$ cat config.mk
export PLATFORM = sky130hd
export DESIGN_NAME = ctd_decoder
export DESIGN_NICKNAME = d
export VERILOG_FILES = /design/src/hw/ctd_pkg.sv /design/src/hw/ctd_decoder.sv
export SDC_FILE = /design/constraint.sdc
export NUM_CORES = 1
export LEC_CHECK = 0
export ABC_AREA = 1
export BUFFER_PORTS_ARGS = -buffer_cell sky130_fd_sc_hd__buf_2
export CAP_MARGIN = 20
export CELL_PAD_IN_SITES_DETAIL_PLACEMENT = 1
export CELL_PAD_IN_SITES_GLOBAL_PLACEMENT = 2
export CORE_MARGIN = 1.5
export CORE_UTILIZATION = 30
export CTS_BUF_LIST = sky130_fd_sc_hd__clkbuf_8
export DETAILED_ROUTE_END_ITERATION = 7
export PLACE_DENSITY = 0.91
export SETUP_SLACK_MARGIN = 0.4
export SLEW_MARGIN = 10
export SYNTH_ARGS = -nofsm -noshare
export SYNTH_HDL_FRONTEND = slang
export SYNTH_SLANG_ARGS = --single-unit
$ cat constraint.sdc
create_clock -name clk_sys -period 6.5 [get_ports clk_sys]
set_clock_uncertainty 0.2 [all_clocks]
set_input_delay 1.95 -clock clk_sys [delete_from_list [all_inputs] [get_ports clk_sys]]
set_output_delay 1.95 -clock clk_sys [all_outputs]
set_load 0.02 [all_outputs]
$ cat src/hw/ctd_pkg.sv
// constants, codes and carriers for the cycle timing and extension word decoder
// assumes a 16-bit instruction stream and a 32-bit apb register port
package ctd_pkg;

	// ------------------------------------------------------------
	// apb register map (byte addresses)
	// ------------------------------------------------------------
	localparam logic [11:0] OFS_CTRL   = 12'h000;
	localparam logic [11:0] OFS_STATUS = 12'h004;
	localparam logic [11:0] OFS_LAST   = 12'h008;
	localparam logic [11:0] OFS_COUNT  = 12'h00C;
	localparam int          CTRL_EN_BIT  = 0;
	localparam int          CTRL_CLR_BIT = 1;
	localparam logic        CTRL_EN_RST  = 1'b1;

	// ------------------------------------------------------------
	// instruction word fields
	// ------------------------------------------------------------
	localparam logic [4:0] EXT_OPC     = 5'h03;
	localparam logic [2:0] JMP_PFX     = 3'h1;
	localparam logic [5:0] FMT2_PFX    = 6'h04;
	localparam logic [3:0] FMT1_MIN    = 4'h4;
	localparam logic [3:0] XNOEXT_OP   = 4'h0;
	localparam logic [3:0] OP_MOVE     = 4'h4;
	localparam logic [3:0] OP_COMPARE  = 4'h9;
	localparam logic [3:0] OP_BITTEST  = 4'hB;
	localparam logic [3:0] REG_PC      = 4'h0;
	localparam logic [3:0] REG_SR      = 4'h2;
	localparam logic [3:0] REG_CG2     = 4'h3;
	localparam logic [1:0] AS_REG      = 2'h0;
	localparam logic [1:0] AS_IDX      = 2'h1;
	localparam logic [1:0] AS_IND      = 2'h2;
	localparam int         EXT_ZC_BIT  = 8;
	localparam int         EXT_REP_BIT = 7;
	localparam int         EXT_AL_BIT  = 6;
	localparam int         BW_BIT      = 6;
	localparam int         AD_BIT      = 7;

	// ------------------------------------------------------------
	// cycle counts and lengths
	// ------------------------------------------------------------
	localparam logic [2:0] CYC_JUMP  = 3'h2;
	localparam logic [2:0] CYC_OTHER = 3'h1;
	localparam logic [2:0] CYC_R_R   = 3'h1;
	localparam logic [2:0] CYC_R_PC  = 3'h2;
	localparam logic [2:0] CYC_R_M   = 3'h4;
	localparam logic [2:0] CYC_I_R   = 3'h2;
	localparam logic [2:0] CYC_I_PC  = 3'h3;
	localparam logic [2:0] CYC_I_M   = 3'h5;
	localparam logic [2:0] CYC_X_R   = 3'h3;
	localparam logic [2:0] CYC_X_PC  = 3'h3;
	localparam logic [2:0] CYC_X_M   = 3'h6;
	localparam logic [2:0] CYC_ONE   = 3'h1;
	localparam logic [1:0] LEN_1W    = 2'h1;
	localparam logic [1:0] LEN_2W    = 2'h2;
	localparam logic [1:0] LEN_3W    = 2'h3;

	// ------------------------------------------------------------
	// types
	// ------------------------------------------------------------
	typedef enum logic [1:0] {
		W_RSVD   = 2'b00,
		W_ADDR20 = 2'b01,
		W_WORD   = 2'b10,
		W_BYTE   = 2'b11
	} ctd_width_t;

	typedef enum logic [1:0] {
		K_OTHER = 2'b00,
		K_JUMP  = 2'b01,
		K_FMT1  = 2'b10,
		K_FMT2  = 2'b11
	} ctd_kind_t;

	typedef enum logic [2:0] {
		S_REG  = 3'b000,
		S_IND  = 3'b001,
		S_AUTO = 3'b010,
		S_IMM  = 3'b011,
		S_IDX  = 3'b100,
		S_SYM  = 3'b101,
		S_ABS  = 3'b110
	} ctd_src_t;

	typedef enum logic [1:0] {
		D_REG = 2'b00,
		D_PC  = 2'b01,
		D_MEM = 2'b10
	} ctd_dst_t;

	typedef enum logic {
		ST_IDLE = 1'b0,
		ST_RUN  = 1'b1
	} ctd_state_t;

	typedef struct packed {
		ctd_kind_t  kind;
		logic [3:0] rep_m1;
		logic       carry_zero;
		logic       reg_ext;
		logic       addr20;
		ctd_width_t width;
		logic [1:0] words;
		logic [2:0] cycles;
	} ctd_dec_t;

endpackage

$ cat src/hw/ctd_decoder.sv
// instruction timing and register-mode extension word decoder with apb status port
// assumes program memory offers one word per cycle on fetch_valid and waits on fetch_ready;
// the core supplies the low nibble of the register named on repeat_reg_sel
//
// Design decisions made here: the address map and the APB interface to the registers.

`timescale 1ns/100ps

module ctd_decoder
	import ctd_pkg::*;
(
	input  wire logic        clk_sys,
	input  wire logic        rst,
	input  wire logic        psel,
	input  wire logic        penable,
	input  wire logic        pwrite,
	input  wire logic [11:0] paddr,
	input  wire logic [31:0] pwdata,
	output logic             pready,
	output logic      [31:0] prdata,
	output logic             pslverr,
	input  wire logic        fetch_valid,
	input  wire logic [15:0] fetch_word,
	output logic             fetch_ready,
	input  wire logic        status_carry,
	input  wire logic  [3:0] repeat_reg_nibble,
	output logic       [3:0] repeat_reg_sel,
	output logic             dec_valid,
	output ctd_dec_t         dec_info,
	output logic             exec_active,
	output logic             carry_in_eff,
	output logic             carry_from_final,
	output logic             instr_done
);

	// ------------------------------------------------------------
	// state
	// ------------------------------------------------------------
	ctd_state_t  state_q;
	ctd_state_t  state_d;
	logic  [2:0] cyc_left_q;
	logic  [2:0] cyc_load_q;
	logic  [3:0] rep_left_q;
	logic        zc_run_q;
	logic        ext_pend_q;
	logic [15:0] ext_word_q;
	logic        fetch_ready_q;
	logic        dec_valid_q;
	ctd_dec_t    dec_info_q;
	logic        carry_in_q;
	logic        carry_final_q;
	logic        done_q;
	logic        ctrl_en_q;
	logic [15:0] instr_cnt_q;
	logic        pready_q;
	logic [31:0] prdata_q;
	logic        pslverr_q;

	// ------------------------------------------------------------
	// fetch classification
	// ------------------------------------------------------------
	logic        fetch_take;
	logic        word_is_ext;
	logic        instr_take;
	logic  [3:0] w_op;
	logic  [3:0] w_rs;
	logic  [3:0] w_rd;
	logic  [1:0] w_as;
	logic        w_ad;
	logic        w_bw;
	logic        is_jump;
	logic        is_fmt1;
	logic        is_fmt2;
	logic        is_xnoext;
	ctd_kind_t   kind;

	assign fetch_take  = fetch_valid & fetch_ready_q;
	assign word_is_ext = fetch_word[15:11] == EXT_OPC;
	assign instr_take  = fetch_take & ~word_is_ext;
	assign w_op        = fetch_word[15:12];
	assign w_rs        = fetch_word[11:8];
	assign w_rd        = fetch_word[3:0];
	assign w_as        = fetch_word[5:4];
	assign w_ad        = fetch_word[AD_BIT];
	assign w_bw        = fetch_word[BW_BIT];
	assign is_jump     = fetch_word[15:13] == JMP_PFX;
	assign is_fmt1     = w_op >= FMT1_MIN;
	assign is_fmt2     = fetch_word[15:10] == FMT2_PFX;
	assign is_xnoext   = w_op == XNOEXT_OP;
	assign kind        = is_jump ? K_JUMP : is_fmt1 ? K_FMT1 : is_fmt2 ? K_FMT2 : K_OTHER;

	// ------------------------------------------------------------
	// addressing modes
	// ------------------------------------------------------------
	// constant generator sources decode as register timing, they fetch no word
	logic        rs_cg;
	ctd_src_t    src_mode;
	ctd_dst_t    dst_mode;

	assign rs_cg    = (w_rs == REG_SR) | (w_rs == REG_CG2);
	assign src_mode = (w_as == AS_REG) ? S_REG :
	                  (w_as == AS_IDX) ? ((w_rs == REG_PC)  ? S_SYM :
	                                      (w_rs == REG_SR)  ? S_ABS :
	                                      (w_rs == REG_CG2) ? S_REG : S_IDX) :
	                  (w_as == AS_IND) ? (rs_cg ? S_REG : S_IND) :
	                  (w_rs == REG_PC) ? S_IMM : (rs_cg ? S_REG : S_AUTO);
	assign dst_mode = w_ad ? D_MEM : ((w_rd == REG_PC) ? D_PC : D_REG);

	// ------------------------------------------------------------
	// double operand timing, operation independent except the write-back saving
	// ------------------------------------------------------------
	function automatic logic [4:0] fmt1_timing(input ctd_src_t s, input ctd_dst_t d);
		logic [2:0] c;
		logic [1:0] l;
		c = CYC_R_R;
		l = LEN_1W;
		unique case (s)
			S_REG: begin
				c = (d == D_REG) ? CYC_R_R : (d == D_PC) ? CYC_R_PC : CYC_R_M;
				l = (d == D_MEM) ? LEN_2W : LEN_1W;
			end
			S_IND, S_AUTO: begin
				c = (d == D_REG) ? CYC_I_R : (d == D_PC) ? CYC_I_PC : CYC_I_M;
				l = (d == D_MEM) ? LEN_2W : LEN_1W;
			end
			S_IMM: begin
				c = (d == D_REG) ? CYC_I_R : (d == D_PC) ? CYC_I_PC : CYC_I_M;
				l = (d == D_MEM) ? LEN_3W : LEN_2W;
			end
			S_IDX, S_SYM, S_ABS: begin
				c = (d == D_REG) ? CYC_X_R : (d == D_PC) ? CYC_X_PC : CYC_X_M;
				l = (d == D_MEM) ? LEN_3W : LEN_2W;
			end
			default: begin
				c = CYC_R_R;
				l = LEN_1W;
			end
		endcase
		return {c, l};
	endfunction

	logic  [4:0] f1_tim;
	logic        no_wb;
	logic  [2:0] f1_cyc;
	logic  [2:0] dec_cyc;
	logic  [1:0] dec_len;

	assign f1_tim  = fmt1_timing(src_mode, dst_mode);
	assign no_wb   = (w_op == OP_MOVE) | (w_op == OP_COMPARE) | (w_op == OP_BITTEST);
	assign f1_cyc  = (no_wb & (dst_mode == D_MEM)) ? f1_tim[4:2] - CYC_ONE : f1_tim[4:2];
	// single-operand and other forms are timed elsewhere; a plain one-cycle default is given
	assign dec_cyc = is_jump ? CYC_JUMP : is_fmt1 ? f1_cyc : CYC_OTHER;
	assign dec_len = is_fmt1 ? f1_tim[1:0] : LEN_1W;

	// ------------------------------------------------------------
	// extension word application
	// ------------------------------------------------------------
	logic        reg_form;
	logic        reg_ext;
	logic  [3:0] rep_m1;
	logic        zc_sel;
	logic        al_bit;
	ctd_width_t  width;
	logic        addr20;

	assign reg_form = (is_fmt1 & (w_as == AS_REG) & ~w_ad) | (is_fmt2 & (w_as == AS_REG));
	assign reg_ext  = ext_pend_q & reg_form;
	// bits 10:9 and 5:4 of the held word are never looked at
	assign rep_m1   = ~reg_ext ? 4'h0 :
	                  ext_word_q[EXT_REP_BIT] ? repeat_reg_nibble : ext_word_q[3:0];
	assign zc_sel   = reg_ext & ext_word_q[EXT_ZC_BIT];
	assign al_bit   = ext_pend_q ? ext_word_q[EXT_AL_BIT] : 1'b1;
	assign width    = (is_fmt1 | is_fmt2) ? ctd_width_t'({al_bit, w_bw}) : W_WORD;
	assign addr20   = ext_pend_q | is_xnoext;

	ctd_dec_t    dec_now;

	always_comb begin
		dec_now            = '0;
		dec_now.kind       = kind;
		dec_now.rep_m1     = rep_m1;
		dec_now.carry_zero = zc_sel;
		dec_now.reg_ext    = reg_ext;
		dec_now.addr20     = addr20;
		dec_now.width      = width;
		dec_now.words      = dec_len;
		dec_now.cycles     = dec_cyc;
	end

	// ------------------------------------------------------------
	// execution sequencer
	// ------------------------------------------------------------
	logic        cyc_end;
	logic        last_rep;
	logic        run_end;

	assign cyc_end  = (state_q == ST_RUN) & (cyc_left_q == 3'h0);
	assign last_rep = rep_left_q == 4'h0;
	assign run_end  = cyc_end & last_rep;

	always_comb begin
		state_d = state_q;
		unique case (state_q)
			ST_IDLE: begin
				if (instr_take) begin
					state_d = ST_RUN;
				end
			end
			ST_RUN: begin
				if (run_end) begin
					state_d = ST_IDLE;
				end
			end
		endcase
	end

	always_ff @(posedge clk_sys) begin
		if (rst) begin
			state_q    <= ST_IDLE;
			cyc_left_q <= 3'h0;
			cyc_load_q <= 3'h0;
			rep_left_q <= 4'h0;
			zc_run_q   <= 1'b0;
		end else if (instr_take) begin
			state_q    <= state_d;
			cyc_left_q <= dec_cyc - CYC_ONE;
			cyc_load_q <= dec_cyc - CYC_ONE;
			rep_left_q <= rep_m1;
			zc_run_q   <= zc_sel;
		end else begin
			state_q <= state_d;
			if (run_end) begin
				rep_left_q <= 4'h0;
				zc_run_q   <= 1'b0;
			end else if (cyc_end) begin
				rep_left_q <= rep_left_q - 4'h1;
				cyc_left_q <= cyc_load_q;
			end else if (state_q == ST_RUN) begin
				cyc_left_q <= cyc_left_q - 3'h1;
			end
		end
	end

	// ------------------------------------------------------------
	// extension capture and decode outputs
	// ------------------------------------------------------------
	// an extension word costs no execution cycle here; a second one replaces the first
	always_ff @(posedge clk_sys) begin
		if (rst) begin
			ext_pend_q <= 1'b0;
			ext_word_q <= 16'h0000;
		end else if (fetch_take) begin
			ext_pend_q <= word_is_ext;
			if (word_is_ext) begin
				ext_word_q <= fetch_word;
			end
		end
	end

	always_ff @(posedge clk_sys) begin
		if (rst) begin
			dec_valid_q   <= 1'b0;
			dec_info_q    <= '0;
			fetch_ready_q <= 1'b0;
			done_q        <= 1'b0;
			carry_in_q    <= 1'b0;
			carry_final_q <= 1'b0;
		end else begin
			dec_valid_q   <= instr_take;
			fetch_ready_q <= ctrl_en_q & (state_d == ST_IDLE);
			done_q        <= run_end;
			// carry input is forced to zero for the whole run when zero-carry is set
			carry_in_q    <= (state_d == ST_RUN) & (instr_take ? zc_sel : zc_run_q)
			                 ? 1'b0 : status_carry;
			carry_final_q <= (state_d == ST_RUN) & (instr_take ? (zc_sel & (rep_m1 == 4'h0))
			                 : (zc_run_q & (rep_left_q == 4'h0 | (cyc_end & rep_left_q == 4'h1))));
			if (instr_take) begin
				dec_info_q <= dec_now;
			end
		end
	end

	// ------------------------------------------------------------
	// apb slave: one wait state, writes commit on the completing edge
	// ------------------------------------------------------------
	logic        apb_acc;
	logic        apb_done;
	logic        hit_ctrl;
	logic        hit_status;
	logic        hit_last;
	logic        hit_count;
	logic        hit_any;
	logic [31:0] rd_mux;
	logic        wr_ctrl;

	assign apb_acc    = psel & penable & ~pready_q;
	assign apb_done   = psel & penable & pready_q;
	assign hit_ctrl   = paddr == OFS_CTRL;
	assign hit_status = paddr == OFS_STATUS;
	assign hit_last   = paddr == OFS_LAST;
	assign hit_count  = paddr == OFS_COUNT;
	assign hit_any    = hit_ctrl | hit_status | hit_last | hit_count;
	assign wr_ctrl    = apb_done & pwrite & hit_ctrl;
	assign rd_mux     = hit_ctrl   ? {30'h0, 1'b0, ctrl_en_q} :
	                    hit_status ? {24'h0, rep_left_q, ext_pend_q, fetch_ready_q,
	                                  done_q, state_q} :
	                    hit_last   ? {16'h0, dec_info_q} :
	                    hit_count  ? {16'h0, instr_cnt_q} : 32'h0;

	always_ff @(posedge clk_sys) begin
		if (rst) begin
			pready_q  <= 1'b0;
			prdata_q  <= 32'h0;
			pslverr_q <= 1'b0;
		end else begin
			pready_q  <= apb_acc;
			pslverr_q <= apb_acc & ~hit_any;
			prdata_q  <= (apb_acc & ~pwrite) ? rd_mux : 32'h0;
		end
	end

	// clear-count and a new decode in the same cycle: the decode is kept
	always_ff @(posedge clk_sys) begin
		if (rst) begin
			ctrl_en_q   <= CTRL_EN_RST;
			instr_cnt_q <= 16'h0;
		end else begin
			if (wr_ctrl) begin
				ctrl_en_q <= pwdata[CTRL_EN_BIT];
			end
			if (instr_take) begin
				instr_cnt_q <= (wr_ctrl & pwdata[CTRL_CLR_BIT]) ? 16'h1 : instr_cnt_q + 16'h1;
			end else if (wr_ctrl & pwdata[CTRL_CLR_BIT]) begin
				instr_cnt_q <= 16'h0;
			end
		end
	end

	// ------------------------------------------------------------
	// outputs
	// ------------------------------------------------------------
	assign pready           = pready_q;
	assign prdata           = prdata_q;
	assign pslverr          = pslverr_q;
	assign fetch_ready      = fetch_ready_q;
	assign repeat_reg_sel   = ext_word_q[3:0];
	assign dec_valid        = dec_valid_q;
	assign dec_info         = dec_info_q;
	assign exec_active      = state_q;
	assign carry_in_eff     = carry_in_q;
	assign carry_from_final = carry_final_q;
	assign instr_done       = done_q;

endmodule

==> summary.md <==
| Metric | Value |
|---|---|
| Critical path arrival | `4100 ps` |
| CTS Sinks | `76` |
| Required time of the critical path | `6550 ps` |
| Largest net degree at the start of global routing | `23` |
| Clock buffer count from CTS | `9` |
| Buffers on Ports | `84` |
| Gpl congestion | `0.8191` |
| Total number of vias | `3,674` |
| H-tree depth | `3` |
| Reg-to-reg setup timing slack | `4320 ps` |
| WL per Instance | `14.59 um` |
| Dominant cells by area after synthesis | `dfxtp_1 40%, nand2_1 9.9%, a21oi_1 7.0%` |
| RSZ-0062 raised after global routing | `false` |
| Hold-fix buffers, CTS | `0` |
| Proportion of layout cells with a drive suffix above 1 | `approximately a quarter` |
| Final setup fails | `0` |
| WHS Path Cells | `2` |
| Synth Instances | `528` |
| Vias in the first global route | `3,668` |
| Ports | `about 130` |
| Synth Warn # | `0` |
| Die ar. | `13,520 um^2` |
| Cells after DPL | `approximately 770` |
| Reg clk slew, reported paths | `80 ps` |
| Top_reg_cell synth | `dfxtp_1` |
| Total Wirelength | `11.44 mm` |
| First-pass GRT wire length | `about 18 mm` |
| Status | `complete, no violations` |
| DR pass1 iterations | `4` |
| Worst path max stage delay | `290 ps` |
| # DRC | `0` |
| Width of the die | `between 100 and 150 um` |
| Total setup buffers inserted after CTS | `0` |
| Worst path most repeated cell | `nand2_1` |
| Fin. Hold Viols | `0` |
| Seq cells post-synth | `between 70 and 80` |
| Crit path time final | `4051 ps` |
| Final Hold Slack | `269.7 ps` |
| Root Buffer | `clkbuf_8` |
| Initial antenna violation count | `0` |
| Post-CTS resize count | `0` |
| Vias per inst | `4.686` |
| Critical Path Sink Type | `register` |
| Final Slew Violations | `0` |
| Pwr per Cell Area | `245.9 nW/um^2` |
| CTS tree | `built` |
| Total track usage | `roughly 17%` |
| Fin worst setup slack | `2449 ps` |
| Yosys cell types | `44` |
| # Max-Cap Violations | `0` |
| Clock Path Buffers | `2` |
| Asr flop ratio synth | `0%` |
| CP startpoint kind | `input port` |
| Number of synthesized flops with an enable pin | `0` |
| Post-synth top area cell | `dfxtp_1` |
| Max Freq | `246.9 MHz` |
| Worst-skew pair later-pin latency | `360 ps` |
| Worst path depth | `17` |
| Initial cell density of the core | `between 30% and 40%` |
| FP Rows | `41` |
| Avg Cell Area, Syn | `7.292 um^2` |
| Cell-by-cell trace of the critical path | `buf_2 -> nor2_4 -> nand2_1 -> nand2_1 -> nand3b_1 -> nand2_1 -> nor2_1 -> o21a_1 -> ha_1 -> nand2_1 -> nand3_1 -> nand2_1 -> inv_1 -> ha_1 -> or2_2 -> nand3_1 -> a31oi_1` |
| Bufs and invs on worst path | `2` |
| Cell family with the largest share of critical-path delay | `simple AND/OR/NAND/NOR gates` |
| Max-slew headroom | `50.26%` |
| Synthesized area | `3850 um^2` |
| Nets@finish | `roughly 690` |
| Max rail drop VDD | `89.06 uV` |
| Detailed Place HPWL | `8.856 mm` |
| Leak pwr | `2.037 nW` |
| Crit Path Class | `input port to register` |
| Post-synthesis sequential area ratio | `around 40%` |
| DRT iter0 DRCs | `~140` |
| Crit path max fanout | `6` |
| Pre-CTS WS | `2056 ps` |
| Top cell type's share of synthesized area | `39.52%` |
| Die Height | `116.3 um` |
| Crit-path slowest cell | `ha_1` |
| P&R area growth vs syn | `18.91%` |
| Total negative slack | `0 ps` |
| Antenna Violating Nets Remaining | `0` |
| Hold Path Class | `register to register` |
| Commonest non-fill, non-tap cell in the layout | `nand2_1` |
| Tightest Pin Transition | `743.3 ps` |
| Reg2Reg Depth | `7` |
| Gr ovfl total | `0` |
| Core Region | `12,570 um^2` |
| Final period utilization | `62.32%` |
| Most frequent cells in the layout | `102 x nand2_1, 84 x buf_2, 76 x dfxtp_1` |
| Post-Layout Cell Count | `784` |
| Diodes inserted | `0` |
path summary, 6_finish.rpt:
| check | start | to |
|---|---|---|
| min reg2reg | ext_word_q[3]$_SDFFE_PP0P_ | ext_word_q[3]$_SDFFE_PP0P_ |
| max reg2reg | fetch_ready$_SDFF_PP0_ | ext_pend_q$_SDFFE_PP0P_ |
| min | ext_word_q[3]$_SDFFE_PP0P_ | ext_word_q[3]$_SDFFE_PP0P_ |
| max | fetch_word[11] | cyc_left_q[2]$_SDFFE_PP0P_ |
power by group:
part,leakage (nW),internal (W),total [W],switching (W)
combinational,1.29,0.0000573,0.000170,0.000113
sequential,0.616,0.000483,0.000502,0.0000189
clock,0.131,0.000274,0.000453,0.000179
layer usage:
| layer | up-vias | GRT usage [%] | part of all wire [%] |
|---|---|---|---|
| met5 | - | 0 | 0 |
| met4 | 0 | 7.317 | 2.3 |
| met3 | 19 | 3.217 | 4.5 |
| met2 | 82 | 29.57 | 47 |
| met1 | 1747 | 21.03 | 46 |
| li1 | 1826 | - | - |
synth_stat cells (2+ instances only):
master / instances
nand3_2: 4
a21oi_2: 5
o221ai_1: 2
nor3_2: 4
nand3_1: 21
o31ai_1: 2
o21ai_1: 2
ha_1: 7
nand2_4: 5
clkbuf_1: 3
a31oi_1: 3
buf_2: 6
dfxtp_1: 76
nor2_1: 47
xor2_1: 4
o211ai_1: 3
or2_2: 3
nor2_4: 5
o21ai_0: 41
nand2_1: 102
a21oi_1: 54
nand2_2: 5
inv_2: 6
nor3_1: 9
nor2_2: 7
o21a_1: 2
buf_4: 21
inv_1: 63
state kept, by name (all words and copies together), names as in the netlist, 3 cells and up:
| signal | count |
|---|---|
| ext_word_q | 7 |
| cyc_load_q | 3 |
| cyc_left_q | 3 |
| instr_cnt_q | 16 |
| prdata | 16 |
| rep_left_q | 4 |
| dec_info | 16 |
worst min-delay path: stages (launching register included):
cell and delay (ps):
dfxtp_1 310, inv_1 60, a21oi_1 50
final cells by class:
cell class	instances	area [um^2]
Clock buffer	11	151.4
Clock inverter	5	98.84
Fill cell	1611	7990
Inverter	71	269.0
Multi-Input combinational cell	365	1902
Sequential cell	76	1521
Tap cell	172	215.2
Timing Repair Buffer	84	420.4
cells by family (layout without fill, tap and decap cells):
family	count (synthesis)	after routing	synth area share [%]
AND/OR/NAND/NOR	218	218	27.30
AO/OA/AOI/OAI	118	118	16.87
buffers and inverters	102	171	12.54
flip-flops	76	76	39.52
adder cells (fa/ha/maj)	7	7	2.275
XOR/XNOR	5	5	1.137
other	1	16	0.09740
multiplexers	1	1	0.2600
stage by stage:
stage,area [um^2],util [%],total power (W)
detailed placement,4328,34.44,0.0006812
global placement,4328,34.44,0.0006737
global route,4578,36.43,0.001172
CTS,4578,36.43,0.001134
finish,4578,36.43,0.001126
floorplan,3906,-,0.0006356
Note: power is estimated with default switching activity, not from simulation.
